`src/logic/interval_timer_pkg.sv`:
```
// Constants and mode encodings for the interval timer/counter.
// Assumes one core clock; the control word is presented as a plain input.
//
// Summary of operation
// - A 16-bit counter runs freely as an interval timer or event counter.
// - Asynchronous counter mode counts external edges without internal synchronisation.
// - When external sync is chosen, the synchroniser follows the prescaler.
// - Timer and gated timer modes count the internal instruction-cycle clock.
// - Both counter modes count the external count input pin.
// - Bit 1 of the control word selects internal or external clock source.
// - Bit 2 of the control word selects synchronisation of the external input.
// - Bit 6 of the control word enables gated accumulation with internal clock.
// - Mode decodes from source, gate and sync; irrelevant bits are ignored.
package interval_timer_pkg;

	localparam int CTRL_WIDTH   = 16;
	localparam int COUNT_WIDTH  = 16;
	localparam int PRESC_WIDTH  = 8;
	localparam int SRC_BIT      = 1;
	localparam int SYNC_BIT     = 2;
	localparam int GATE_BIT     = 6;
	localparam logic [COUNT_WIDTH-1:0] COUNT_RESET = 16'h0000;
	localparam logic [PRESC_WIDTH-1:0] PRESC_RESET = 8'h00;

	typedef enum logic [1:0] {
		MODE_TIMER = 2'b00,
		MODE_GATED = 2'b01,
		MODE_SYNC  = 2'b10,
		MODE_ASYNC = 2'b11
	} timer_mode_e;

endpackage

```
`src/logic/edge_sync.sv`:
```
// Two-flop synchroniser with a change pulse taken from the second stage.
// Assumes the input may change at any time relative to mclk, but holds each level two cycles or more.
`timescale 1ns/10ps
module edge_sync (
	// Clock and reset
	input  wire logic mclk,
	input  wire logic resetn,
	// Level in, edge out
	input  wire logic levelIn,
	output logic      edgeOut
);
	logic stage1_r;
	logic stage2_r;
	logic stage3_r;

	always_ff @(posedge mclk) begin
		if (!resetn) begin
			stage1_r <= 1'b0;
			stage2_r <= 1'b0;
			stage3_r <= 1'b0;
		end else begin
			stage1_r <= levelIn;
			stage2_r <= stage1_r;
			stage3_r <= stage2_r;
		end
	end

	assign edgeOut = stage2_r ^ stage3_r;
endmodule

```
`src/logic/interval_timer.sv`:
```
// Sixteen-bit interval timer/counter with four clocking modes.
// Assumes the instruction-cycle clock arrives as a one-cycle enable on mclk,
// and that the external count and gate pins are already synchronous to mclk.
// The control word, run enable and clear are plain level inputs.
`timescale 1ns/10ps
module interval_timer #(
	parameter int                     PRESC_W  = interval_timer_pkg::PRESC_WIDTH,
	parameter logic [PRESC_W-1:0]     PRESC_DIV = '0
) (
	// Clock and reset
	input  wire logic                                   mclk,
	input  wire logic                                   resetn,
	// Control
	input  wire logic [interval_timer_pkg::CTRL_WIDTH-1:0] timerControlWord,
	input  wire logic                                   timerOn,
	input  wire logic                                   counterClear,
	// Count sources
	input  wire logic                                   instructionCycleClock,
	input  wire logic                                   externalCountInput,
	input  wire logic                                   gateInput,
	// Status
	output logic [interval_timer_pkg::COUNT_WIDTH-1:0]  countValue,
	output logic [1:0]                                  activeMode
);

	// ----------------------------------------
	// Local widths
	// ----------------------------------------
	localparam int CNT_W = interval_timer_pkg::COUNT_WIDTH;

	// ----------------------------------------
	// Mode decode
	// ----------------------------------------
	// Only the three mode bits are looked at; the rest of the control word is
	// ignored, so unrelated settings may share it.
	function automatic interval_timer_pkg::timer_mode_e decode_mode(
		input logic src,
		input logic gate,
		input logic sync
	);
		interval_timer_pkg::timer_mode_e sel;
		sel = interval_timer_pkg::MODE_TIMER;
		unique case ({src, gate, sync})
			3'b000, 3'b001: sel = interval_timer_pkg::MODE_TIMER;
			3'b010, 3'b011: sel = interval_timer_pkg::MODE_GATED;
			3'b101, 3'b111: sel = interval_timer_pkg::MODE_SYNC;
			3'b100, 3'b110: sel = interval_timer_pkg::MODE_ASYNC;
		endcase
		return sel;
	endfunction

	function automatic logic is_rise(
		input logic cur,
		input logic prev
	);
		return cur & ~prev;
	endfunction

	function automatic logic is_toggle(
		input logic cur,
		input logic prev
	);
		return cur ^ prev;
	endfunction

	wire                             clockSourceSelect;
	wire                             externalSyncSelect;
	wire                             gateAccumulateEnable;
	interval_timer_pkg::timer_mode_e mode;

	assign clockSourceSelect    = timerControlWord[interval_timer_pkg::SRC_BIT];
	assign externalSyncSelect   = timerControlWord[interval_timer_pkg::SYNC_BIT];
	assign gateAccumulateEnable = timerControlWord[interval_timer_pkg::GATE_BIT];
	assign mode                 = decode_mode(clockSourceSelect, gateAccumulateEnable,
	                                          externalSyncSelect);

	// ----------------------------------------
	// External pin sampling
	// ----------------------------------------
	// The pin is taken as synchronous to mclk, so one register stage is enough
	// to find its rising edges.
	logic extSample_r;
	logic extPrev_r;
	wire  extRise;

	assign extRise = is_rise(extSample_r, extPrev_r);

	always_ff @(posedge mclk) begin
		if (!resetn) begin
			extSample_r <= 1'b0;
		end else begin
			extSample_r <= externalCountInput;
		end
	end

	always_ff @(posedge mclk) begin
		if (!resetn) begin
			extPrev_r <= 1'b0;
		end else begin
			extPrev_r <= extSample_r;
		end
	end

	// ----------------------------------------
	// Prescaler
	// ----------------------------------------
	// The prescaler hands on a toggle rather than a pulse, so the synchroniser
	// after it sees a level that stands for a whole prescaled count.
	logic [PRESC_W-1:0] presc_r;
	logic [PRESC_W-1:0] presc_nxt;
	logic [PRESC_W-1:0] prescInc;
	logic               presOut_r;
	logic               presOut_nxt;
	wire                presWrap;
	wire                prescStep;

	assign presWrap    = (presc_r == PRESC_DIV);
	assign prescStep   = extRise & presWrap;
	assign prescInc    = presc_r + 1'b1;
	assign presc_nxt   = !extRise ? presc_r
	                   : (presWrap ? PRESC_W'(interval_timer_pkg::PRESC_RESET) : prescInc);
	assign presOut_nxt = prescStep ? ~presOut_r : presOut_r;

	always_ff @(posedge mclk) begin
		if (!resetn) begin
			presc_r <= PRESC_W'(interval_timer_pkg::PRESC_RESET);
		end else begin
			presc_r <= presc_nxt;
		end
	end

	always_ff @(posedge mclk) begin
		if (!resetn) begin
			presOut_r <= 1'b0;
		end else begin
			presOut_r <= presOut_nxt;
		end
	end

	// ----------------------------------------
	// Synchronous counter path
	// ----------------------------------------
	// The synchroniser sits behind the prescaler, so it carries one change per
	// prescaled count and costs two cycles of latency against the async path.
	wire syncTick;

	edge_sync u_sync (
		.mclk    (mclk),
		.resetn  (resetn),
		.levelIn (presOut_r),
		.edgeOut (syncTick)
	);

	// ----------------------------------------
	// Asynchronous counter path
	// ----------------------------------------
	// Each change of the prescaler toggle is one count; no synchroniser stands
	// in this path.
	logic presTogglePrev_r;
	wire  asyncTick;

	assign asyncTick = is_toggle(presOut_r, presTogglePrev_r);

	always_ff @(posedge mclk) begin
		if (!resetn) begin
			presTogglePrev_r <= 1'b0;
		end else begin
			presTogglePrev_r <= presOut_r;
		end
	end

	// ----------------------------------------
	// Count enable selection
	// ----------------------------------------
	wire timerTick;
	wire gatedTick;
	wire selTimer;
	wire selGated;
	wire selSync;
	wire selAsync;
	wire tick;

	assign timerTick = instructionCycleClock;
	assign gatedTick = instructionCycleClock & gateInput;

	assign selTimer  = (mode == interval_timer_pkg::MODE_TIMER);
	assign selGated  = (mode == interval_timer_pkg::MODE_GATED);
	assign selSync   = (mode == interval_timer_pkg::MODE_SYNC);
	assign selAsync  = (mode == interval_timer_pkg::MODE_ASYNC);
	assign tick      = (selTimer & timerTick)
	                 | (selGated & gatedTick)
	                 | (selSync  & syncTick)
	                 | (selAsync & asyncTick);

	// ----------------------------------------
	// Counter
	// ----------------------------------------
	// A clear wins over a count in the same cycle, and the count wraps from all
	// ones to zero with no flag, since no interrupt logic sits in this block.
	logic [CNT_W-1:0] count_r;
	logic [CNT_W-1:0] count_nxt;
	logic [CNT_W-1:0] countInc;
	wire              countAdvance;

	assign countAdvance = timerOn & tick;
	assign countInc     = count_r + 1'b1;
	assign count_nxt    = counterClear ? interval_timer_pkg::COUNT_RESET
	                    : (countAdvance ? countInc : count_r);

	always_ff @(posedge mclk) begin
		if (!resetn) begin
			count_r <= interval_timer_pkg::COUNT_RESET;
		end else begin
			count_r <= count_nxt;
		end
	end

	// ----------------------------------------
	// Outputs
	// ----------------------------------------
	// The mode is shown straight from the decode, so a new control word is
	// visible in the same cycle.
	assign countValue = count_r;
	assign activeMode = mode;
endmodule

```
`config.mk`:
```
export PLATFORM = sky130hd
export DESIGN_NAME = interval_timer
export DESIGN_NICKNAME = d
export VERILOG_FILES = /design/src/logic/interval_timer_pkg.sv /design/src/logic/edge_sync.sv /design/src/logic/interval_timer.sv
export SDC_FILE = /design/constraint.sdc
export NUM_CORES = 1
export LEC_CHECK = 0
export BUFFER_PORTS_ARGS = -buffer_cell sky130_fd_sc_hd__buf_2
export CAP_MARGIN = 20
export CORE_ASPECT_RATIO = 0.75
export CORE_UTILIZATION = 40
export CTS_BUF_LIST = sky130_fd_sc_hd__clkbuf_16
export CTS_CLUSTER_SIZE = 16
export DETAILED_ROUTE_END_ITERATION = 8
export SETUP_SLACK_MARGIN = 0.1
export SLEW_MARGIN = 20
export SYNTH_ARGS = -nofsm -noshare
export SYNTH_HDL_FRONTEND = slang
export SYNTH_SLANG_ARGS = --single-unit
```
`constraint.sdc`:
```
create_clock -name mclk -period 1.8 [get_ports mclk]
set_clock_uncertainty 0.05 [all_clocks]
set_input_delay 0.27 -clock mclk [delete_from_list [all_inputs] [get_ports mclk]]
set_output_delay 0.27 -clock mclk [all_outputs]
set_load 0.005 [all_outputs]
```
---- Word-level counts from Yosys, hierarchy flattened ----
Memory sizes are Yosys's and may differ from the RTL's.
Index checks and enable logic that the tools add are counted.
operators by class
  $add $sub $neg .......................... 2
  multiply operators ...................... 0
  div/mod/pow operators ................... 0
  order comparisons ....................... 0
  eq/ne operators ......................... 3
  shifts and indexed selects .............. 0
  mux-type cells .......................... 1
  bitwise gates (word level) .............. 16
  reductions and logical operators ........ 3
operators with widths
  operator                 number
  $add A16 B1 Y16 const B  1
  $add A8 B1 Y8 const B    1
  $and A1 B1 Y1            8
  $logic_not A8 Y1         1
  $mux W8                  1
  $eq A2 B2 Y1 const B     2
  $not A1 Y1               3
  $or A1 B1 Y1             3
  $eq A2 B1 Y1 const B     1
  $logic_not A2 Y1         1
  $reduce_or A2 Y1         1
  $xor A1 B1 Y1            2
storage, ports and cells
  register bits ........................... 30
  latch bits .............................. 0
  memory bits (writable) .................. 0
  ROM bits ................................ 16
  bits of input ports ..................... 23
  output and inout bits ................... 18
  word-level logic and storage cells ...... 34
  memories kept ........................... 1
memory list
  name             depth  bits a word  read ports  clocked after Yosys merged registers in  wr ports  line                  text
  (no name shown)  8      2            1           0                                        0         interval_timer.sv:43  unique case ({src, gate, sync})

---- Longest topological paths before layout ----
Gate-level depths: netlist (run 1).
An unclocked memory read counts as a cell.
  word-level depth ........................ 7
  gate-level depth with buffers ........... 6
  depth with buffers taken out ............ 6

---- Modules after synthesis ----
Synthesis (run 1) repeated with hierarchy kept, for this count alone.
second synthesis, totals
  cell total of the unflattened synthesis .. 154
  area total of the unflattened synthesis .. 1397.6 µm²
modules (own cells, without submodules)
  module          instances  cells each  area each (µm²)  seq. area each (µm²)
  interval_timer  1          147         1308.8           560.5
  edge_sync       1          7           88.8             60.1

---- Worst setup path after synthesis (run 1) ----
No wires, ideal clock.
  path kind ............................... reg2reg
  start ................................... register count_r[2], in the netlist countValue[2]
  end ..................................... register count_r[11], in the netlist countValue[11]
  library setup time ...................... 0.072 ns
  data arrival time ....................... 1.292 ns
  data required time ...................... 1.678 ns
  path slack .............................. 0.386 ns
  stages on the path, launching flop included .. 6
  clock period less this slack ............ 1.414 ns
  cell sequence ........................... dfxtp_1 -> and4_1 -> buf_2 -> nand4_2 -> a211oi_1 -> mux2i_1
between the ends
  cells in the longest elaborated chain, start to end .. 1
ends and longest elaborated chain
  element                 line                   text
  start, declared         interval_timer.sv:200  logic [CNT_W-1:0] count_r;
  start signal, assigned  interval_timer.sv:212  count_r <= interval_timer_pkg::COUNT_RESET;
  start signal, assigned  interval_timer.sv:214  count_r <= count_nxt;
  $add A16 B1 Y16         interval_timer.sv:206  assign countInc = count_r + 1'b1;
No other way between the ends.
A chain may end at the register's enable or synchronous reset.

---- Worst setup path after layout (run 1) ----
  start ................................... register count_r[3], in the netlist countValue[3]
  end ..................................... register count_r[9], in the netlist countValue[9]
Same word-level chain as after synthesis.

==> flow_summary.rst, run 1 <==
.. list-table::
   :header-rows: 1

   * - Metric
     - Value
   * - Initial drt markers
     - 88
   * - Global-route wire length before repair
     - 5400 µm
   * - Share of the clock period used by the worst path
     - 87.7%
   * - Final hold viol count
     - 0
   * - Slew at the pin closest to its max-slew limit
     - 0.426 ns
   * - Syn nets
     - 202
   * - Required time of the critical path
     - 1.95 ns
   * - Number of top-level design ports
     - 41
   * - Latest clock arrival within the worst-skew pair
     - 0.27 ns
   * - Global-route usage over all layers
     - 17.6%
   * - Average routed wire per standard cell
     - 12.6 µm
   * - Post-synth top area share
     - 38.6%
   * - Design Power
     - 1550 µW
   * - Largest voltage drop on the vdd net
     - 520 µV
   * - Die width
     - 74.0 µm
   * - Leakage dissipation
     - 0.000742 µW
   * - CTS tree
     - yes
   * - Filler instances
     - 351
   * - Unrepaired setup endpoints after global routing
     - yes
   * - IO Port Bufs
     - 27
   * - Synthesis Warnings
     - 0
   * - Number of buffers added by the clock tree synthesis step
     - 5
   * - Number of antenna violations at the first check in global routing
     - 0
   * - Router iterations before antenna repair
     - 5
   * - Max capacitance violation total
     - 0
   * - Relative slew slack
     - 71.6%
   * - Max Root-Sink Buffers
     - 2
   * - Max incr delay on CP
     - 0.40 ns
   * - Power per cell area
     - 816 nW/µm²
   * - Final instance area
     - 1900 µm²
   * - Syn_area_per_cell
     - 8.84 µm²
   * - Worst Hold Class
     - in -> reg
   * - Setup violation total in the final timing report
     - 0
   * - Layout cells sized above 1
     - 22.0%
   * - Instance area at placement
     - 1760 µm²
   * - Number of vias in the routed layout
     - 1310
   * - Cells after synthesis
     - 176
   * - H-tree Lvls
     - 2
   * - Antenna Cells
     - 0
   * - Count of clock tree sinks
     - 30
   * - Number of pins exceeding their max-slew limit in the final report
     - 0
   * - Routed Antenna Nets
     - 0
   * - Largest fanout on the critical path
     - 6
   * - Quantity of hold-fixing buffers added after cts
     - 0
   * - Cell taking the most area after synthesis
     - dfxtp_1
   * - Average via count per standard cell
     - 5.02
   * - Register area share after synthesis
     - 38.6%
   * - Y dimension of the die
     - 56.0 µm
   * - Layout Nets
     - 234
   * - Pin count of the biggest net entering global routing
     - 29
   * - Nature of the critical path startpoint
     - register
   * - Clock period minus worst slack
     - 1.58 ns
   * - Die outline area
     - 4150 µm²
   * - Fmax
     - 634 MHz
   * - DP Wirelength
     - 2410 µm
   * - CP delay by family, top
     - flip-flops
   * - CP Buf/Inv Count
     - 1
   * - Global placer's final weighted congestion
     - 0.789
   * - Area inside the core boundary
     - 3680 µm²
   * - Total Neg Setup Slack
     - 0 ns
   * - Number of remaining DRC errors
     - 0
   * - Initial Utilization
     - 42.2%
   * - Cell with the largest stage delay on the worst path
     - dfxtp_1
   * - Overall routed net length
     - 3280 µm
   * - Top area cells in the synthesized netlist
     - dfxtp_1 (39%), mux2i_1 (9.0%), nand2b_1 (5.6%)
   * - Critical path cell sequence
     - and4_1 > buf_4 > nand2_1 > a211oi_1 > mux2i_1
   * - Setup Crit Path Kind
     - reg -> reg
   * - Crit path capture type
     - register
   * - Status
     - finished, final reports clean
   * - Mapped cell area
     - 1560 µm²
   * - Root Buffer Master
     - clkbuf_16
   * - Growth of design area from synthesis to finish
     - 22.2%
   * - Floorplan row count
     - 19
   * - Number of distinct library cells after synthesis
     - 34
   * - Crit path DAT
     - 1.73 ns
   * - Clock slew seen by the registers of the worst setup and hold paths
     - 0.05 ns
   * - Grt ovf
     - 0
   * - Post-synthesis register bit count
     - 30
   * - Number of global-route vias before repair
     - 1101
[Yosys cell counts]
cell      number
inv_1          6
buf_4          2
buf_2          4
a21boi_1       1
a32oi_1        1
and2_1         8
ha_1           3
xor2_1         5
nor2b_1        3
a211oi_2       3
nand3b_1       1
nand2b_1      14
a32oi_2        1
nand2_1       21
mux2_2         1
nor4b_1        1
nand4_2        1
nand3_1       12
nand4_1        6
clkbuf_1       2
a21o_1         1
a21oi_1        9
a211oi_1       4
mux2i_1       14
nor3_1         1
and4_1         1
dfxtp_1       30
and3b_1        1
and3_1         3
nor2_1         8
and4b_1        1
or3b_1         1
a21bo_1        1
xnor2_1        5
[layer usage]
layer / global-route usage (%) / wire length (µm) / share of wire, % / vias up
met5: 0 / 0 / 0 / -
met4: 8.24 / 50 / 1.5 / 0
met3: 6.16 / 214 / 6.5 / 6
met2: 22.5 / 1340 / 41 / 34
met1: 25.8 / 1670 / 51 / 596
li1: - / - / - / 674
[logic make-up after synthesis]
logic type	after synthesis	synth area share, %
AND/OR/NAND/NOR	83	29.0
flip-flops	30	38.6
AO/OA/AOI/OAI	21	10.5
multiplexers	15	9.73
buffers and inverters	14	4.18
XOR/XNOR	10	5.63
adder cells (fa/ha/maj)	3	2.41
[repair_timing]
item | CTS | global route
setup buffers | 0 | 0
gates resized for setup | 0 | 1
setup endpoints to repair | 0 | 1
[worst reg2reg max path: cells and delay by family, from the launching register on]
kind            cells  cell delay, ns
mux                 1            0.23
buf+inv             1            0.16
simple gates        2            0.38
compound gates      1            0.30
flops               1            0.40
[through the flow]
stage	std cells	hold slack [ns]	worst slack [ns]	utilization, %
final	261	0.151	0.222	51.6
after global routing	261	0.154	0.0969	51.6
after CTS	261	0.147	0.186	51.5
after detailed placement	253	0.417	0.218	47.7
after global placement	253	0.402	0.209	47.7
after floorplan	176	0.347	0.386	-
[registers in the layout, indices dropped and copies added, names as in the netlist]
register and cells:
u_sync.stage1_r 1, countValue 16, presc_r 8, u_sync.stage3_r 1, extSample_r 1, extPrev_r 1
u_sync.stage2_r 1, presOut_r 1
[placed cells by master, fill, tap and decap left out, types with 3 or more instances in the layout]
cell type / instances
a211oi_1: 3
a211oi_2: 4
a21oi_1: 9
and2_1: 8
and3_1: 3
buf_2: 27
buf_4: 6
clkbuf_16: 5
dfxtp_1: 30
ha_1: 3
inv_1: 7
mux2i_1: 14
nand2_1: 21
nand2b_1: 14
nand3_1: 12
nand4_1: 6
nor2_1: 8
nor2b_1: 3
xnor2_1: 5
xor2_1: 5
[where the power goes]
group	switching (µW)	leakage, µW	internal, µW
Clock	277	0.0000724	498
Sequential	8.21	0.000243	675
Combinational	54.3	0.000427	39.8
[path summary, 6_finish.rpt]
check                      from              end  slack, ns  cells past startpoint
max               countValue[3]    countValue[9]       0.22                      5
min          externalCountInput      extSample_r       0.15                      2
max reg2reg       countValue[3]    countValue[9]       0.22                      5
min reg2reg     u_sync.stage2_r  u_sync.stage3_r       0.42                      1
[final cells by class]
| class | instances | area [µm²] | share of cell area [%] |
|---|---|---|---|
| Clock buffer | 5 | 125 | 6.58 |
| Clock inverter | 3 | 12.5 | 0.658 |
| Inverter | 6 | 22.5 | 1.18 |
| Multi-Input combinational cell | 132 | 896 | 47.1 |
| Sequential cell | 30 | 601 | 31.6 |
| Tap cell | 52 | 65.1 | 3.42 |
| Timing Repair Buffer | 33 | 180 | 9.47 |
(Power assumes the default switching activity.)
==> run 2, diff against run 1 <==
--- a/config.mk
+++ b/config.mk
@@ -12,6 +12,7 @@
 export CTS_BUF_LIST = sky130_fd_sc_hd__clkbuf_16
 export CTS_CLUSTER_SIZE = 16
 export DETAILED_ROUTE_END_ITERATION = 8
+export PLACE_DENSITY = 0.7
 export SETUP_SLACK_MARGIN = 0.1
 export SLEW_MARGIN = 20
 export SYNTH_ARGS = -nofsm -noshare
==> flow_summary.rst, run 2 (synthesis results as in run 1) <==
.. list-table::
   :header-rows: 1

   * - Metric
     - Value
   * - Status
     - finished, final reports clean
   * - Average via count per standard cell
     - 4.90 (-2.3%)
   * - Die width
     - 74.0 µm (unchanged)
   * - Quantity of hold-fixing buffers added after cts
     - 0 (unchanged)
   * - DP Wirelength
     - 2140 µm (-11%)
   * - Nature of the critical path startpoint
     - register
   * - Area occupied by registers
     - 601 µm² (unchanged)
   * - Power per cell area
     - 812 nW/µm² (-0.48%)
   * - Root Buffer Master
     - clkbuf_16
   * - Initial Utilization
     - 42.2% (unchanged)
   * - Portion of total power attributed to sequential cells
     - 44.5% (+0.5 points)
   * - Filler instances
     - 372 (+6.0%)
   * - Slew at the pin closest to its max-slew limit
     - 0.418 ns (-0.00779 ns)
   * - Setup violation total in the final timing report
     - 0 (unchanged)
   * - Number of antenna violations at the first check in global routing
     - 0 (unchanged)
   * - Total Neg Setup Slack
     - 0 ns (unchanged)
   * - Crit path DAT
     - 1.71 ns (-0.02 ns)
   * - Largest voltage drop on the vdd net
     - 433 µV (-17%)
   * - Global placer's final weighted congestion
     - 0.751 (-4.8%)
   * - Number of gates given a new drive strength after cts
     - 0 (unchanged)
   * - Number of vias in the routed layout
     - 1275 (-2.7%)
   * - Y dimension of the die
     - 56.0 µm (unchanged)
   * - Number of top-level design ports
     - 41 (unchanged)
   * - Switching Share
     - 21.0% (-0.87 points)
   * - Cell internal pwr
     - 1210 µW (about the same)
   * - Die outline area
     - 4150 µm² (unchanged)
   * - Largest fanout on the critical path
     - 7 (+1)
   * - Number of global-route vias before repair
     - 1119 (+1.6%)
   * - Worst Hold Class
     - in -> reg
   * - Clock slew seen by the registers of the worst setup and hold paths
     - 0.05 ns (about the same)
   * - Top routing layer in use
     - met4
   * - Clock period minus worst slack
     - 1.56 ns (-0.0161 ns)
   * - Setup Crit Path Kind
     - reg -> reg
   * - IO Port Bufs
     - 27 (unchanged)
   * - Leakage dissipation
     - 0.000736 µW (-0.75%)
   * - Layout cells sized above 1
     - 21.2% (-0.86 points)
   * - Overall routed net length
     - 2970 µm (-9.6%)
   * - Latest clock arrival within the worst-skew pair
     - 0.27 ns (about the same)
   * - Global-route wire length before repair
     - 4990 µm (-7.5%)
   * - CTS tree
     - yes
   * - Grt ovf
     - 0 (unchanged)
   * - Initial drt markers
     - 44 (-50%)
   * - Core occupancy in the finished layout
     - 51.3% (-0.34 points)
   * - Layout Nets
     - 233 (-0.43%)
   * - Area of the multi-input gates
     - 891 µm² (-0.56%)
   * - Share of the clock period used by the worst path
     - 86.8% (-0.89 points)
   * - DRT met1 WL
     - 1630 µm (-2.2%)
   * - Number of remaining DRC errors
     - 0 (unchanged)
   * - Part of the power in combinational logic
     - 6.1% (about the same)
   * - Unrepaired setup endpoints after global routing
     - no
   * - Global-route usage over all layers
     - 16.2% (-1.4 points)
   * - Router iterations before antenna repair
     - 4 (-1)
   * - Final hold viol count
     - 0 (unchanged)
   * - Post-CTS repair timing setup buffer count
     - 0 (unchanged)
   * - Max FFs per register
     - 16 (unchanged)
   * - Routed Antenna Nets
     - 0 (unchanged)
   * - Net switching power
     - 323 µW (-5.1%)
   * - Average routed wire per standard cell
     - 11.4 µm (-9.2%)
   * - Fmax
     - 640 MHz (+1.0%)
   * - Met3 routed WL
     - 157 µm (-27%)
   * - Commonest non-fill, non-tap cell in the layout
     - dfxtp_1
   * - Area inside the core boundary
     - 3680 µm² (unchanged)
   * - Growth of design area from synthesis to finish
     - 21.4%
   * - Required time of the critical path
     - 1.94 ns (about the same)
   * - Pin count of the biggest net entering global routing
     - 29 (unchanged)
   * - Most frequent cells in the layout
     - dfxtp_1 (30), buf_2 (27), nand2_1 (21), nand2b_1 (14), mux2i_1 (14)
   * - Number of buffers added by the clock tree synthesis step
     - 5 (unchanged)
   * - Clock group share of total power
     - 49.4% (-0.5 points)
   * - Met2 wirelength from detailed routing
     - 1140 µm (-15%)
   * - Floorplan row count
     - 19 (unchanged)
   * - Crit path capture type
     - register
   * - Relative slew slack
     - 72.1% (+0.52 points)
   * - Number of pins exceeding their max-slew limit in the final report
     - 0 (unchanged)
   * - Antenna Cells
     - 0 (unchanged)
   * - H-tree Lvls
     - 2 (unchanged)
   * - Max capacitance violation total
     - 0 (unchanged)
   * - Count of clock tree sinks
     - 30 (unchanged)
   * - Max Root-Sink Buffers
     - 2 (unchanged)
run 2: cell count changes in the layout (fill, tap and decap cells not counted), sizes merged:
| cell | delta |
|---|---|
| buf | -1 |
run 2: layout make-up:
type                            instances  area share [%]
Multi-Input combinational cell        132            47.2
Clock buffer                            5            6.62
Inverter                                6            1.19
Clock inverter                          3           0.662
Timing Repair Buffer                   32            9.14
Sequential cell                        30            31.8
Tap cell                               52            3.44
run 2: through the flow:
| step | hold WS (ns) | instances | instance area [µm²] | total power, µW | setup slack, ns |
|---|---|---|---|---|---|
| 3_3_place_gp | 0.407 | 252 | 1750 | 788 | 0.249 |
| 6_report | 0.154 | 260 | 1890 | 1530 | 0.238 |
| 4_1_cts | 0.147 | 260 | 1890 | 1560 | 0.226 |
| 3_5_place_dp | 0.415 | 252 | 1750 | 789 | 0.249 |
| 5_1_grt | 0.145 | 260 | 1890 | 1610 | 0.114 |
| 2_1_floorplan | 0.347 | 176 | 1560 | 761 | 0.386 |
run 2: worst max-delay path: stages (launching register included):
cell      delay [ns]
dfxtp_1         0.36
xor2_1          0.25
a32oi_2         0.24
a211oi_1        0.36
mux2i_1         0.23
run 2: path summary, 6_finish.rpt:
path | from | endpoint | slack [ns] | cells past startpoint
max | presOut_r | countValue[11] | 0.24 | 4
min | externalCountInput | extSample_r | 0.15 | 2
max reg2reg | presOut_r | countValue[11] | 0.24 | 4
min reg2reg | countValue[15] | countValue[15] | 0.42 | 2
run 2: per-layer routing:
| metal | track usage [%] | up-vias |
|---|---|---|
| met5 | 0 | - |
| met4 | 9.07 | 0 |
| met3 | 4.89 | 2 |
| met2 | 20.9 | 32 |
| met1 | 23.5 | 570 |
| li1 | - | 671 |
run 2: power groups by stage:
stage / sequential, µW / clock (µW) / combinational (µW)
2_1_floorplan: 695 / 0 / 65.8
3_3_place_gp: 696 / 0 / 91.7
3_5_place_dp: 696 / 0 / 93.3
4_1_cts: 683 / 786 / 94.6
5_1_grt: 683 / 825 / 105
6_report: 683 / 758 / 93.4
